### config.mk
export PLATFORM = sky130hd
export DESIGN_NAME = ccp_top
export DESIGN_NICKNAME = d
export VERILOG_FILES = /design/src/include/ccp_pkg.sv /design/src/verilog/ccp_top.sv /design/src/verilog/ccp_sync3.sv /design/src/verilog/ccp_pll.sv
export SDC_FILE = /design/constraint.sdc
export NUM_CORES = 1
export LEC_CHECK = 0
export BUFFER_PORTS_ARGS = -buffer_cell sky130_fd_sc_hd__buf_2
export CAP_MARGIN = 20
export CORE_MARGIN = 2
export CORE_UTILIZATION = 25
export DETAILED_ROUTE_END_ITERATION = 10
export PLACE_DENSITY_LB_ADDON = 0.15
export RECOVER_POWER = 25
export SYNTH_ARGS = -nofsm -noshare
export SYNTH_HDL_FRONTEND = slang
export SYNTH_SLANG_ARGS = --single-unit
### constraint.sdc
create_clock -name sys_clk -period 3.2 [get_ports sys_clk]
set_clock_uncertainty 0.05 [all_clocks]
set_input_delay 0.32 -clock sys_clk [delete_from_list [all_inputs] [get_ports sys_clk]]
set_output_delay 0.32 -clock sys_clk [all_outputs]
set_load 0.05 [all_outputs]
### src/include/ccp_pkg.sv
// constants shared by the capture/compare pwm output stage
`default_nettype none
package ccp_pkg;
	// ==========================================================
	// register indices (byte address = 4 * index)
	localparam logic [7:0] IDX_CTRL0 = 8'hC8;
	localparam logic [7:0] IDX_IEN   = 8'hC9;
	localparam logic [7:0] IDX_ENC   = 8'hDE;
	localparam logic [7:0] IDX_FLG   = 8'hE9;
	localparam logic [7:0] IDX_CTRL1 = 8'hF9;
	localparam logic [7:0] IDX_CCFG  = 8'hD0;
	localparam logic [7:0] IDX_CMP   = 8'hA0;
	localparam int         NUM_CH    = 4;
	localparam int         NUM_CMP   = 5;
	localparam int         RLD_SLOT  = 4;
	localparam int         ADDR_W    = 10;
	// ==========================================================
	// control zero fields
	localparam int C0_MODE_LO = 0;
	localparam int C0_MODE_HI = 1;
	localparam int C0_DIR     = 2;
	localparam int C0_HEN     = 3;
	localparam int C0_HALT    = 4;
	localparam int C0_ALTERNATE_PAIR_FIRST   = 5;
	localparam int C0_ALTERNATE_PAIR_SECOND   = 6;
	localparam int C0_MULTIPLIER_ENABLE   = 7;
	// control one fields
	localparam int C1_DIV_HI  = 3;
	localparam int C1_UPD     = 7;
	// channel config fields
	localparam int CF_MLO     = 0;
	localparam int CF_MHI     = 1;
	localparam int CF_FCO     = 2;
	// ==========================================================
	// flag / enable bit positions
	localparam int F_CAPA     = 0;
	localparam int F_CAPB     = 1;
	localparam int F_CMP0     = 3;
	localparam int F_OVF      = 7;
	localparam logic [7:0] FLG_MASK = 8'hFB;
	// ==========================================================
	// reset values and timing
	localparam logic [15:0] RST_CMP       = 16'h0000;
	localparam logic [7:0]  PLL_LOCK_REFS = 8'h40;
	localparam logic [1:0]  RESP_OKAY     = 2'h0;
	localparam logic [1:0]  RESP_SLVERR   = 2'h2;
	// ==========================================================
	// timer modes
	typedef enum logic [1:0] {
		TM_STOP,
		TM_BASIC,
		TM_ASYM,
		TM_SYM
	} ccp_tmode_t;
endpackage : ccp_pkg
`default_nettype wire

### src/verilog/ccp_top.sv
// capture/compare pwm output stage with axi4-lite registers
// Function
// asym mode: alternation bit gates each pair on alternately every counter cycle
// output-mode 00 disables compare, pin undriven; this is reset state
// basic mode: 01 high then low on match, 11 toggles; 10 invalid
// asym: 01 set match, clear underflow; sym: 01 clear up, set down; 11 inverts
// pin changes appear the cycle after the event
// compare byte writes land in shadow registers
// pwm mode: update bit arms shadow transfer at next overflow
// basic mode: update bit transfers at once and reads zero
// update bit reads one while transfer pending, zero afterwards
// compare reads return latest shadow value
// one update request moves all compares and the reload value
// halt enabled: capture a freezes pins at forced levels; capture continues
// timer keeps counting while halted
// halt sets status bit; outputs stay halted until software clears it
// writing one to halt status forces halt
// timer runs from multiplier output clock
// reference is peripheral clock divided by divider field plus one
// multiplier enable reads one only after lock
// software sets up with timer stopped, waits lock, then starts timer
// flags cross late when unit clock asynchronous; avoid timer access
// seven flags anded with enables drive one irq, fixed priority
// handler reads encoder, clears flag with zero, repeats until 000
// encoder: 000 none, 001-100 compare d..a, 101 cap b, 110 cap a, 111 ovf
// asym mode counts down, direction bit reads one
// output-mode 10 treated as disabled, pin undriven
`timescale 1ns/1ps
`default_nettype none
module ccp_top (
	input  wire logic        sys_clk,
	input  wire logic        rst_n,
	input  wire logic [9:0]  s_axi_awaddr,
	input  wire logic        s_axi_awvalid,
	output var  logic        s_axi_awready,
	input  wire logic [31:0] s_axi_wdata,
	input  wire logic [3:0]  s_axi_wstrb,
	input  wire logic        s_axi_wvalid,
	output var  logic        s_axi_wready,
	output var  logic [1:0]  s_axi_bresp,
	output var  logic        s_axi_bvalid,
	input  wire logic        s_axi_bready,
	input  wire logic [9:0]  s_axi_araddr,
	input  wire logic        s_axi_arvalid,
	output var  logic        s_axi_arready,
	output var  logic [31:0] s_axi_rdata,
	output var  logic [1:0]  s_axi_rresp,
	output var  logic        s_axi_rvalid,
	input  wire logic        s_axi_rready,
	input  wire logic        cap_a_in,
	input  wire logic        cap_b_in,
	output var  logic [3:0]  cmp_out,
	output var  logic [3:0]  cmp_oe,
	output var  logic        irq
);
	// ==========================================================
	// state
	typedef struct packed {
		logic                         awr;
		logic                         wr;
		logic                         aw_h;
		logic [7:0]                   aw_i;
		logic                         w_h;
		logic [7:0]                   w_d;
		logic                         w_s;
		logic                         bv;
		logic [1:0]                   br;
		logic                         arr;
		logic                         rv;
		logic [7:0]                   rd;
		logic [1:0]                   rr;
		ccp_pkg::ccp_tmode_t          tmode;
		logic                         dir;
		logic                         hen;
		logic                         halt;
		logic                         alternate_pair_first;
		logic                         alternate_pair_second;
		logic                         multiplier_enable;
		logic [3:0]                   div;
		logic                         upd;
		logic [7:0]                   flg;
		logic [7:0]                   ien;
		logic [3:0][2:0]              ccfg;
		logic [4:0][15:0]             shd;
		logic [4:0][15:0]             act;
		logic [15:0]                  cnt;
		logic                         up;
		logic                         phase;
		logic [3:0]                   lev;
		logic [3:0]                   pin;
		logic [3:0]                   oe;
		logic [1:0]                   cap_q;
		logic                         irq;
	} ccp_state_t;

	ccp_state_t st_r;
	ccp_state_t st_nxt;
	logic       cap_a_lvl;
	logic       cap_b_lvl;
	logic       pll_locked;

	// ==========================================================
	// helpers
	function automatic logic idx_mapped(input logic [7:0] idx);
		idx_mapped = (idx == ccp_pkg::IDX_CTRL0) || (idx == ccp_pkg::IDX_CTRL1) ||
			(idx == ccp_pkg::IDX_IEN) || (idx == ccp_pkg::IDX_ENC) ||
			(idx == ccp_pkg::IDX_FLG) ||
			(idx >= ccp_pkg::IDX_CCFG && idx < ccp_pkg::IDX_CCFG + 8'h04) ||
			(idx >= ccp_pkg::IDX_CMP && idx < ccp_pkg::IDX_CMP + 8'h0A);
	endfunction : idx_mapped

	function automatic logic [2:0] prio_enc(input logic [7:0] p);
		if (p[ccp_pkg::F_OVF]) begin
			prio_enc = 3'h7;
		end else if (p[ccp_pkg::F_CAPA]) begin
			prio_enc = 3'h6;
		end else if (p[ccp_pkg::F_CAPB]) begin
			prio_enc = 3'h5;
		end else if (p[ccp_pkg::F_CMP0]) begin
			prio_enc = 3'h4;
		end else if (p[ccp_pkg::F_CMP0 + 1]) begin
			prio_enc = 3'h3;
		end else if (p[ccp_pkg::F_CMP0 + 2]) begin
			prio_enc = 3'h2;
		end else if (p[ccp_pkg::F_CMP0 + 3]) begin
			prio_enc = 3'h1;
		end else begin
			prio_enc = 3'h0;
		end
	endfunction : prio_enc

	function automatic logic ch_enabled(input logic [2:0] cfg);
		ch_enabled = cfg[ccp_pkg::CF_MLO];
	endfunction : ch_enabled

	// ==========================================================
	// input synchronisers and multiplier
	ccp_sync3 u_sync_a (
		.sys_clk (sys_clk),
		.rst_n   (rst_n),
		.din     (cap_a_in),
		.dout    (cap_a_lvl)
	);

	ccp_sync3 u_sync_b (
		.sys_clk (sys_clk),
		.rst_n   (rst_n),
		.din     (cap_b_in),
		.dout    (cap_b_lvl)
	);

	ccp_pll u_pll (
		.sys_clk (sys_clk),
		.rst_n   (rst_n),
		.enable  (st_r.multiplier_enable),
		.div     (st_r.div),
		.locked  (pll_locked)
	);

	// ==========================================================
	// next state
	always_comb begin
		logic        run;
		logic        pwm;
		logic        ovf;
		logic        unf;
		logic        cap_a_ev;
		logic        cap_b_ev;
		logic        wr_go;
		logic        upd_wr;
		logic        xfer;
		logic        inv;
		logic        gate;
		logic [7:0]  fset;
		logic [3:0]  match;
		logic [7:0]  ridx;
		logic [7:0]  wd;
		run      = 1'b0;
		pwm      = 1'b0;
		ovf      = 1'b0;
		unf      = 1'b0;
		cap_a_ev = 1'b0;
		cap_b_ev = 1'b0;
		wr_go    = 1'b0;
		upd_wr   = 1'b0;
		xfer     = 1'b0;
		inv      = 1'b0;
		gate     = 1'b1;
		fset     = 8'h00;
		match    = 4'h0;
		ridx     = 8'h00;
		wd       = st_r.w_d;
		st_nxt   = st_r;

		// timer events
		run = pll_locked && (st_r.tmode != ccp_pkg::TM_STOP);
		pwm = (st_r.tmode == ccp_pkg::TM_ASYM) || (st_r.tmode == ccp_pkg::TM_SYM);
		cap_a_ev = cap_a_lvl && !st_r.cap_q[0];
		cap_b_ev = cap_b_lvl && !st_r.cap_q[1];
		st_nxt.cap_q = {cap_b_lvl, cap_a_lvl};
		if (run) begin
			unique case (st_r.tmode)
				ccp_pkg::TM_BASIC: begin
					if (!st_r.dir) begin
						ovf = (st_r.cnt == st_r.act[ccp_pkg::RLD_SLOT]);
						st_nxt.cnt = ovf ? 16'h0000 : st_r.cnt + 16'h0001;
					end else begin
						ovf = (st_r.cnt == 16'h0000);
						st_nxt.cnt = ovf ? st_r.act[ccp_pkg::RLD_SLOT] : st_r.cnt - 16'h0001;
					end
				end
				ccp_pkg::TM_ASYM: begin
					unf = (st_r.cnt == 16'h0000);
					ovf = unf;
					st_nxt.cnt = unf ? st_r.act[ccp_pkg::RLD_SLOT] : st_r.cnt - 16'h0001;
				end
				ccp_pkg::TM_SYM: begin
					if (st_r.up) begin
						if (st_r.cnt >= st_r.act[ccp_pkg::RLD_SLOT]) begin
							ovf = 1'b1;
							st_nxt.up = 1'b0;
							st_nxt.cnt = st_r.cnt - 16'h0001;
						end else begin
							st_nxt.cnt = st_r.cnt + 16'h0001;
						end
					end else if (st_r.cnt == 16'h0000) begin
						unf = 1'b1;
						st_nxt.up = 1'b1;
						st_nxt.cnt = 16'h0001;
					end else begin
						st_nxt.cnt = st_r.cnt - 16'h0001;
					end
				end
				ccp_pkg::TM_STOP: begin
				end
			endcase
			for (int i = 0; i < ccp_pkg::NUM_CH; i++) begin
				match[i] = (st_r.cnt == st_r.act[i]) && ch_enabled(st_r.ccfg[i]);
			end
		end
		if (st_r.tmode == ccp_pkg::TM_ASYM && unf) begin
			st_nxt.phase = !st_r.phase;
		end

		// hardware flag events
		fset[ccp_pkg::F_OVF]  = ovf;
		fset[ccp_pkg::F_CAPA] = cap_a_ev;
		fset[ccp_pkg::F_CAPB] = cap_b_ev;
		for (int i = 0; i < ccp_pkg::NUM_CH; i++) begin
			fset[ccp_pkg::F_CMP0 + i] = match[i];
		end

		// ------------------------------------------------------
		// axi write channel
		if (s_axi_awvalid && st_r.awr) begin
			st_nxt.awr  = 1'b0;
			st_nxt.aw_h = 1'b1;
			st_nxt.aw_i = s_axi_awaddr[9:2];
		end
		if (s_axi_wvalid && st_r.wr) begin
			st_nxt.wr  = 1'b0;
			st_nxt.w_h = 1'b1;
			st_nxt.w_d = s_axi_wdata[7:0];
			st_nxt.w_s = s_axi_wstrb[0];
		end
		if (st_r.aw_h && st_r.w_h && !st_r.bv) begin
			wr_go       = st_r.w_s && idx_mapped(st_r.aw_i);
			st_nxt.aw_h = 1'b0;
			st_nxt.w_h  = 1'b0;
			st_nxt.bv   = 1'b1;
			st_nxt.br   = idx_mapped(st_r.aw_i) ? ccp_pkg::RESP_OKAY : ccp_pkg::RESP_SLVERR;
		end
		if (st_r.bv && s_axi_bready) begin
			st_nxt.bv  = 1'b0;
			st_nxt.awr = 1'b1;
			st_nxt.wr  = 1'b1;
		end
		if (wr_go) begin
			unique case (st_r.aw_i)
				ccp_pkg::IDX_CTRL0: begin
					st_nxt.tmode = ccp_pkg::ccp_tmode_t'(wd[ccp_pkg::C0_MODE_HI:ccp_pkg::C0_MODE_LO]);
					if (st_r.tmode != ccp_pkg::TM_SYM) begin
						st_nxt.dir = wd[ccp_pkg::C0_DIR];
					end
					st_nxt.hen   = wd[ccp_pkg::C0_HEN];
					st_nxt.halt  = wd[ccp_pkg::C0_HALT];
					st_nxt.alternate_pair_first = wd[ccp_pkg::C0_ALTERNATE_PAIR_FIRST];
					st_nxt.alternate_pair_second = wd[ccp_pkg::C0_ALTERNATE_PAIR_SECOND];
					st_nxt.multiplier_enable = wd[ccp_pkg::C0_MULTIPLIER_ENABLE];
				end
				ccp_pkg::IDX_CTRL1: begin
					st_nxt.div = wd[ccp_pkg::C1_DIV_HI:0];
					upd_wr     = wd[ccp_pkg::C1_UPD];
				end
				ccp_pkg::IDX_IEN: begin
					st_nxt.ien = wd & ccp_pkg::FLG_MASK;
				end
				ccp_pkg::IDX_FLG: begin
					st_nxt.flg = st_r.flg & wd & ccp_pkg::FLG_MASK;
				end
				default: begin
					for (int i = 0; i < ccp_pkg::NUM_CH; i++) begin
						if (st_r.aw_i == 8'(ccp_pkg::IDX_CCFG + i)) begin
							st_nxt.ccfg[i] = wd[ccp_pkg::CF_FCO:0];
						end
					end
					for (int k = 0; k < ccp_pkg::NUM_CMP; k++) begin
						if (st_r.aw_i == 8'(ccp_pkg::IDX_CMP + 2 * k)) begin
							st_nxt.shd[k][7:0] = wd;
						end
						if (st_r.aw_i == 8'(ccp_pkg::IDX_CMP + 2 * k + 1)) begin
							st_nxt.shd[k][15:8] = wd;
						end
					end
				end
			endcase
		end

		// ------------------------------------------------------
		// shadow transfer, all slots together
		if (upd_wr && pwm) begin
			st_nxt.upd = 1'b1;
		end
		xfer = (upd_wr && !pwm) || (st_r.upd && ovf && pwm);
		if (xfer) begin
			st_nxt.act = st_nxt.shd;
			if (!(upd_wr && pwm)) begin
				st_nxt.upd = 1'b0;
			end
		end
		if (!pwm && !(st_r.upd && ovf)) begin
			st_nxt.upd = st_nxt.upd && pwm;
		end

		// flags: hardware set beats software clear
		st_nxt.flg  = st_nxt.flg | fset;
		st_nxt.halt = st_nxt.halt | (st_r.hen && cap_a_ev);

		// ------------------------------------------------------
		// compare pins, registered so changes land next cycle
		for (int i = 0; i < ccp_pkg::NUM_CH; i++) begin
			inv = st_r.ccfg[i][ccp_pkg::CF_MHI];
			if (!ch_enabled(st_r.ccfg[i])) begin
				st_nxt.oe[i] = 1'b0;
			end else begin
				st_nxt.oe[i] = 1'b1;
				unique case (st_r.tmode)
					ccp_pkg::TM_BASIC: begin
						if (!inv && !st_r.oe[i]) begin
							st_nxt.lev[i] = 1'b1;
						end else if (match[i]) begin
							st_nxt.lev[i] = inv ? !st_r.lev[i] : 1'b0;
						end
					end
					ccp_pkg::TM_ASYM: begin
						if (match[i]) begin
							st_nxt.lev[i] = !inv;
						end else if (unf) begin
							st_nxt.lev[i] = inv;
						end
					end
					ccp_pkg::TM_SYM: begin
						if (match[i]) begin
							st_nxt.lev[i] = st_r.up ? inv : !inv;
						end
					end
					ccp_pkg::TM_STOP: begin
					end
				endcase
			end
			gate = 1'b1;
			if (st_r.tmode == ccp_pkg::TM_ASYM && ((i < 2) ? st_r.alternate_pair_first : st_r.alternate_pair_second)) begin
				gate = (i % 2 == 0) ? !st_nxt.phase : st_nxt.phase;
			end
			if (st_nxt.halt) begin
				st_nxt.pin[i] = st_r.ccfg[i][ccp_pkg::CF_FCO];
			end else begin
				st_nxt.pin[i] = st_nxt.lev[i] && gate;
			end
		end

		// ------------------------------------------------------
		// axi read channel
		if (s_axi_arvalid && st_r.arr) begin
			ridx       = s_axi_araddr[9:2];
			st_nxt.arr = 1'b0;
			st_nxt.rv  = 1'b1;
			st_nxt.rd  = 8'h00;
			st_nxt.rr  = idx_mapped(ridx) ? ccp_pkg::RESP_OKAY : ccp_pkg::RESP_SLVERR;
			unique case (ridx)
				ccp_pkg::IDX_CTRL0: begin
					st_nxt.rd[ccp_pkg::C0_MODE_HI:ccp_pkg::C0_MODE_LO] = st_r.tmode;
					st_nxt.rd[ccp_pkg::C0_DIR] = (st_r.tmode == ccp_pkg::TM_ASYM) ? 1'b1 :
						(st_r.tmode == ccp_pkg::TM_SYM) ? !st_r.up : st_r.dir;
					st_nxt.rd[ccp_pkg::C0_HEN]   = st_r.hen;
					st_nxt.rd[ccp_pkg::C0_HALT]  = st_r.halt;
					st_nxt.rd[ccp_pkg::C0_ALTERNATE_PAIR_FIRST] = st_r.alternate_pair_first;
					st_nxt.rd[ccp_pkg::C0_ALTERNATE_PAIR_SECOND] = st_r.alternate_pair_second;
					st_nxt.rd[ccp_pkg::C0_MULTIPLIER_ENABLE] = st_r.multiplier_enable && pll_locked;
				end
				ccp_pkg::IDX_CTRL1: begin
					st_nxt.rd[ccp_pkg::C1_DIV_HI:0] = st_r.div;
					st_nxt.rd[ccp_pkg::C1_UPD]      = st_r.upd;
				end
				ccp_pkg::IDX_IEN: begin
					st_nxt.rd = st_r.ien;
				end
				ccp_pkg::IDX_FLG: begin
					st_nxt.rd = st_r.flg;
				end
				ccp_pkg::IDX_ENC: begin
					st_nxt.rd = {5'h00, prio_enc(st_r.flg & st_r.ien)};
				end
				default: begin
					for (int i = 0; i < ccp_pkg::NUM_CH; i++) begin
						if (ridx == 8'(ccp_pkg::IDX_CCFG + i)) begin
							st_nxt.rd = {5'h00, st_r.ccfg[i]};
						end
					end
					for (int k = 0; k < ccp_pkg::NUM_CMP; k++) begin
						if (ridx == 8'(ccp_pkg::IDX_CMP + 2 * k)) begin
							st_nxt.rd = st_r.shd[k][7:0];
						end
						if (ridx == 8'(ccp_pkg::IDX_CMP + 2 * k + 1)) begin
							st_nxt.rd = st_r.shd[k][15:8];
						end
					end
				end
			endcase
		end
		if (st_r.rv && s_axi_rready) begin
			st_nxt.rv  = 1'b0;
			st_nxt.arr = 1'b1;
		end

		// shared interrupt line
		st_nxt.irq = |(st_r.flg & st_r.ien & ccp_pkg::FLG_MASK);
	end

	// ==========================================================
	// registers
	always_ff @(posedge sys_clk) begin
		if (!rst_n) begin
			st_r     <= '0;
			st_r.awr <= 1'b1;
			st_r.wr  <= 1'b1;
			st_r.arr <= 1'b1;
			st_r.up  <= 1'b1;
			st_r.shd <= {ccp_pkg::NUM_CMP{ccp_pkg::RST_CMP}};
			st_r.act <= {ccp_pkg::NUM_CMP{ccp_pkg::RST_CMP}};
		end else begin
			st_r <= st_nxt;
		end
	end

	// ==========================================================
	// outputs
	assign s_axi_awready = st_r.awr;
	assign s_axi_wready  = st_r.wr;
	assign s_axi_bvalid  = st_r.bv;
	assign s_axi_bresp   = st_r.br;
	assign s_axi_arready = st_r.arr;
	assign s_axi_rvalid  = st_r.rv;
	assign s_axi_rdata   = {24'h000000, st_r.rd};
	assign s_axi_rresp   = st_r.rr;
	assign cmp_out       = st_r.pin;
	assign cmp_oe        = st_r.oe;
	assign irq           = st_r.irq;
endmodule : ccp_top
`default_nettype wire

### src/verilog/ccp_sync3.sv
// three-stage input synchroniser with agreement filter
`timescale 1ns/1ps
`default_nettype none
module ccp_sync3 (
	input  wire logic sys_clk,
	input  wire logic rst_n,
	input  wire logic din,
	output var  logic dout
);
	typedef struct packed {
		logic s1;
		logic s2;
		logic s3;
		logic lvl;
	} ccp_sync_t;

	ccp_sync_t st_r;
	ccp_sync_t st_nxt;

	always_comb begin
		st_nxt    = st_r;
		st_nxt.s1 = din;
		st_nxt.s2 = st_r.s1;
		st_nxt.s3 = st_r.s2;
		// change accepted once stages two and three agree
		if (st_r.s2 == st_r.s3) begin
			st_nxt.lvl = st_r.s3;
		end
	end

	always_ff @(posedge sys_clk) begin
		if (!rst_n) begin
			st_r <= '0;
		end else begin
			st_r <= st_nxt;
		end
	end

	assign dout = st_r.lvl;
endmodule : ccp_sync3
`default_nettype wire

### src/verilog/ccp_pll.sv
// reference prescaler and lock model of the clock multiplier
`timescale 1ns/1ps
`default_nettype none
module ccp_pll (
	input  wire logic       sys_clk,
	input  wire logic       rst_n,
	input  wire logic       enable,
	input  wire logic [3:0] div,
	output var  logic       locked
);
	typedef struct packed {
		logic [3:0] pre;
		logic [7:0] refs;
		logic       lock;
	} ccp_pll_t;

	ccp_pll_t st_r;
	ccp_pll_t st_nxt;

	always_comb begin
		st_nxt = st_r;
		if (!enable) begin
			st_nxt = '0;
		end else if (st_r.pre >= div) begin
			// one reference period of div+1 cycles
			st_nxt.pre = 4'h0;
			if (st_r.refs >= ccp_pkg::PLL_LOCK_REFS) begin
				st_nxt.lock = 1'b1;
			end else begin
				st_nxt.refs = st_r.refs + 8'h01;
			end
		end else begin
			st_nxt.pre = st_r.pre + 4'h1;
		end
	end

	always_ff @(posedge sys_clk) begin
		if (!rst_n) begin
			st_r <= '0;
		end else begin
			st_r <= st_nxt;
		end
	end

	assign locked = st_r.lock;
endmodule : ccp_pll
`default_nettype wire

======== Yosys cells after proc, flatten, opt, wreduce, memory -nomap -nowiden ========
Cells that the tools add are included.
word-level totals
  register bits after elaboration ......... 290
  memory bits (writable) .................. 0
  memory bits (read-only) ................. 0
  bits in latches ......................... 0
  input bits .............................. 65
  memories ................................ 0
operators by class
  add/subtract/negate cells ............... 4
  bitwise gates (word level) .............. 8
  div/mod/pow operators ................... 0
  shifts and indexed selects .............. 0
  multiplexer cells ....................... 123
  magnitude comparators ................... 11
  multiply operators ...................... 0
  reduce and logical (&&, ||, !) cells .... 95
  eq/ne operators ......................... 49
operators by type and width
  kind                   number
  $eq 8x8->1 const B     38
  $mux 8                 26
  $mux 108               1
  $mux 92                1
  $eq 16x16->1           5
  $mux 16                5
  $mux 1                 63
  $pmux 16 s3            1
  $logic_and 1x1->1      38
  $mux 3                 11
  $ge 8x8->1 const B     4
  $lt 8x8->1 const B     4
  $logic_not 1->1        20
  $pmux 4 s5             1
  $mux 17                1
  $add 16x1->16 const B  1
  $and 8x8->8            2
  $ge 16x16->1           1
  $logic_not 16->1       1
  $reduce_and 2->1       8
  $sub 16x1->16 const B  1
  $pmux 1 s3             5
  $reduce_and 3->1       5
  $logic_or 1x1->1       14
  other kinds (22)       33

======== Depth between registers and ports, before layout ========
  depth after elaboration ................. 16
  depth in mapped cells ................... 11

======== Cells and area by module ========
Synthesis repeated with hierarchy kept, for this count alone.
unflattened totals
  cells, all modules ...................... 1800
  area total of the unflattened synthesis .. 15748.9 um2
modules (own cells, without submodules)
  module     seq. area each (um2)  times used  area each (um2)  cells an instance
  ccp_top    5325.1                1           14810.5          1703
  ccp_pll    260.2                 1           705.7            77
  ccp_sync3  80.1                  2           116.4            10

======== Worst setup path before layout ========
OpenSTA, ideal clock, no wires.
  path type ............................... register -> register
  from .................................... register st_r[17] (netlist name)
  to ...................................... register st_r[112] (netlist name)
  data required time ...................... 3.029 ns
  path buffers ............................ 2
  setup slack ............................. 0.046 ns
  cell stages (with the launch flop) ...... 12
  arrival ................................. 2.984 ns
  library setup time ...................... 0.121 ns
  cell sequence ........................... dfxtp_1 buf_1 inv_1 ha_1 nand4_1 nor4_2 a2111o_1 or2_1 a31oi_1 o22ai_2 buf_6 mux2_2
between the ends
  word-level cells in the longest chain between the ends .. 8
  elaborated cells between the ends (all ways) .. 11
  those cells by class .................... order compare (1); eq/ne (1); mux (5); reduce/logical (4)
RTL lines
  element                           RTL line        source
  start: declaration                ccp_top.sv:96   ccp_state_t st_r;
  start signal: assignment          ccp_top.sv:452  st_r <= st_nxt;
  $ge 16x16->1                      ccp_top.sv:219  if (st_r.cnt >= st_r.act[ccp_pkg::RLD_SLOT]) begin
  $mux 1                            ccp_top.sv:219
  $mux 1                            ccp_top.sv:218  if (st_r.up) begin
  $pmux 1 s3 *                      ccp_top.sv:202  unique case (st_r.tmode)
  $mux 1 *                          ccp_top.sv:201  if (run) begin
  $logic_and 1x1->1 * (2 in a row)  ccp_top.sv:324  xfer = (upd_wr && !pwm) || (st_r.upd && ovf && pwm);
  $logic_or 1x1->1 *                ccp_top.sv:324
Every way passes the cells marked *; elsewhere a longest branch is shown, timed or not.
A chain may end at the register's enable or synchronous reset.

======== Worst setup path after layout ========
  from .................................... register st_r[30] (netlist name)
  to ...................................... register st_r[31] (netlist name)
between the ends
  word-level cells in the longest chain between the ends .. 4
  elaborated cells between the ends (all ways) .. 12
  those cells by class .................... add/sub (2); order compare (1); eq/ne (1); mux (7); reduce/logical (1)
RTL lines
  element                                      RTL line
  $sub 16x1->16, or another cell as far along  --
  $mux 16 (on tied branches)                   --
  $mux 17 or $mux 16 (tied branches)           ccp_top.sv:218, ccp_top.sv:204
  $pmux 16 s3 *                                ccp_top.sv:202
Marked as above.

==> impl_metrics.env <==
export IMPL_worst_pin_slew_ns=2.00
export IMPL_finalHoldViolCount=0
export IMPL_final_max_slew_viol_count=55
export IMPL_synth_edf_count=0
export IMPL_path_clk_slew_ns=0.06
export IMPL_switching_power_uw=2070
export IMPL_ys_seq_elements=287
export IMPL_final_common_cell="dfxtp_1"
export IMPL_fin_area_sq_um=18300
export IMPL_finalSetupTns_ns=0
export IMPL_synthCells=1806
export IMPL_fin_crit_sh_pct=96.6
export IMPL_leakage_uw=0.00713
export IMPL_cp_end_kind="flip-flop"
export IMPL_cts_sinks=287
export IMPL_async_flop_share_pct=0
export IMPL_sequentialPowerShare_pct=43.5
export IMPL_ys_flop_type="dfxtp_1"
export IMPL_synthAdderAreaFrac_pct=1.95
export IMPL_synth_seq_area_share_pct=37.3
export IMPL_fin_nets=1990
export IMPL_max_cap_violations=1
export IMPL_ios=115
export IMPL_synth_xor_area_share_pct=5.00
export IMPL_final_cell_mix="287 x dfxtp_1, 188 x nand2_1, 154 x nor2_1, 119 x a21oi_1, 102 x buf_4"
export IMPL_power_frac_comb_pct=5.3
export IMPL_dr_pass1_iters=5
export IMPL_grt_pass1_wl_um=85900
export IMPL_crit_fanout=11
export IMPL_area_growth_pct=18.8
export IMPL_worstPathRequired_ns=3.59
export IMPL_post_route_min_period_ns=3.09
export IMPL_synth_compound_area_share_pct=14.4
export IMPL_synthSimpleGateAreaFrac_pct=22.1
export IMPL_avgSynthCellArea_sq_um=8.53
export IMPL_setup_viol=0
export IMPL_first_global_vias=13009
export IMPL_drtAntennaViolNets=0
export IMPL_routed_wl_um=58500
export IMPL_route_detailed_drc=0
export IMPL_fillers=6479
export IMPL_cts_tree="yes"
export IMPL_antenna_found_initial=4
export IMPL_overflow=0
export IMPL_switching_share_pct=24.6
export IMPL_fmax_mhz=324
export IMPL_vias=13660
export IMPL_ir_drop_uv=350
export IMPL_hold_class="input port to flip-flop"
export IMPL_clock_path_buffers=3
export IMPL_placed_cell_area_sq_um=16800
export IMPL_critical_path_class="flip-flop to flip-flop"
export IMPL_violations="max-capacitance violations, max-slew violations"
export IMPL_numCtsBuffers=37
export IMPL_die_area_sq_um=63600
export IMPL_cts_root_buf="clkbuf_16"
export IMPL_ys_warn_count=0
export IMPL_rsz0062_at_grt="no"
export IMPL_slew_headroom_pct=-33.7
export IMPL_wire_per_inst_um=21.5
export IMPL_start_kind="flip-flop"
export IMPL_grtUsageTotal_pct=18.1
export IMPL_status="finished with violations"
export IMPL_synth_mux_area_share_pct=12.5
export IMPL_cp_arrival_ns=3.48
export IMPL_drive_gt1_share_pct=16.4
export IMPL_place_congestion=0.877
export IMPL_coreArea_sq_um=60600
export IMPL_p_int_uw=6350
export IMPL_synth_top_family_by_area="simple AND/OR/NAND/NOR gates"
export IMPL_clk_latency_ns=0.56
export IMPL_power_density_nw_per_um2=460
export IMPL_start_util_pct=25.4
export IMPL_cts_max_level=2
export IMPL_die_w_um=252
export IMPL_p_clk_share_pct=51.2
export IMPL_rows=90
export IMPL_syn_cell_area_sq_um=15400
export IMPL_synth_cell_types=90
export IMPL_die_h_um=252
export IMPL_dr_first_iter_drc_count=974
export IMPL_routed_via_density=5.04
export IMPL_port_buffers=57
export IMPL_grt_max_degree=56
export IMPL_dp_hpwl_um=43300
layout make-up:
class | count | area, sq um | share of cell area (%)
multi-input combinational | 1336 | 8750 | 47.8
sequential | 287 | 5750 | 31.4
timing repair buffer | 194 | 1400 | 7.67
clock buffer | 54 | 1100 | 6.02
tap | 782 | 978 | 5.35
inverter | 45 | 169 | 0.923
clock inverter | 12 | 139 | 0.759
antenna | 3 | 7.51 | 0.0410
worst max-delay path: stages, from the launching register on:
cell and delay, ns:
dfxtp_1 0.32, buf_4 0.19, or3_4 0.41, or4_4 0.52, nor2_1 0.48, nor3_1 0.11
a211oi_1 0.44, o21ai_0 0.16, a32o_1 0.28
worst paths after layout:
path | start | endpoint | slack, ns | cells after the start
max reg2reg | st_r[30] | st_r[31] | 0.11 | 8
min reg2reg | u_sync_a.st_nxt[2] | u_sync_a.st_nxt[1] | 0.38 | 1
max | st_r[30] | st_r[31] | 0.11 | 8
min | s_axi_awaddr[2] | st_r[259] | 0.01 | 3
Yosys cell counts, types with 5 or more instances:
library cell    n  area (sq um)
o21ai_0        67           335
mux2_2         83           935
o221ai_1        5          43.8
nor3_1         25           125
a21oi_1       119           596
o211ai_1        6          45.0
dfxtp_1       287          5750
xor2_1         19           166
mux4_2          5           113
buf_6          10           113
a221oi_1       18           158
nand4_1        30           188
xnor2_1        69           604
nand3_1        89           445
clkbuf_1       83           312
nand2_1       188           706
and3_1         13          81.3
ha_1           24           300
o22ai_1         7          43.8
a32o_1          5          50.1
nor2b_1        16           100
mux2i_1        86           861
buf_4          45           338
nor4_1         11          68.8
o21a_1          6          45.0
buf_2           9          45.0
a211oi_1       13          97.6
buf_1          15          56.3
nor3b_1         7          52.6
nor2_1        154           578
inv_1          44           165
and4_1          5          43.8
nand2b_1       18           113
a31oi_1        22           138
and2_1         89           557
o32ai_1         8          70.1
routing by layer:
layer  global-route usage, %  wire, um  vias up
met5                       0         0        -
met2                    28.3     26000      448
li1                        -         -     6521
met4                    7.22      2360        0
met1                    24.7     26900     6588
met3                    2.96      3210      103
sequential cells by signal, summed over array words and instances (netlist names), 2 cells and up:
signal	flops
u_pll.st_r	12
st_r	242
u_sync_a.st_nxt	2
u_sync_b.st_nxt	2
s_axi_rdata	8
cmp_oe	4
cmp_out	4
power by group through the flow:
stage          clock network [uW]  logic (uW)  registers, uW
2_1_floorplan                   0         324           3710
3_3_place_gp                    0         432           3740
3_5_place_dp                    0         433           3740
4_1_cts                      4440         455           3660
5_1_grt                      4570         480           3660
6_report                     4310         448           3660
stage by stage:
stage                     hold slack, ns  utilization, %  setup WS, ns  total power, uW  instances
after floorplan                    0.362               -        0.0457             4040       1831
after detailed placement           0.370            27.8        0.0343             4170       2620
after global placement             0.369            27.8        0.0721             4170       2620
after global routing              0.0267            30.2        0.0259             8710       2710
final                             0.0135            30.2         0.110             8420       2713
after CTS                         0.0161            30.2       0.00215             8560       2708
logic make-up after synthesis:
logic type,Yosys count
other,1
xor gates and xnor gates,88
DFF,287
and+or+nand+nor,679
buffers and inverters,208
adders and majority gates,24
AOI/OAI and AO/OA,343
muxes,176
timing repair:
action,CTS,global route
buffers inserted,0,2
resized for setup,0,4
hold buffers,22,0
endpoints found under the hold margin,22,0
setup endpoints to repair,0,79
Note: power is estimated with default switching activity, not from simulation.
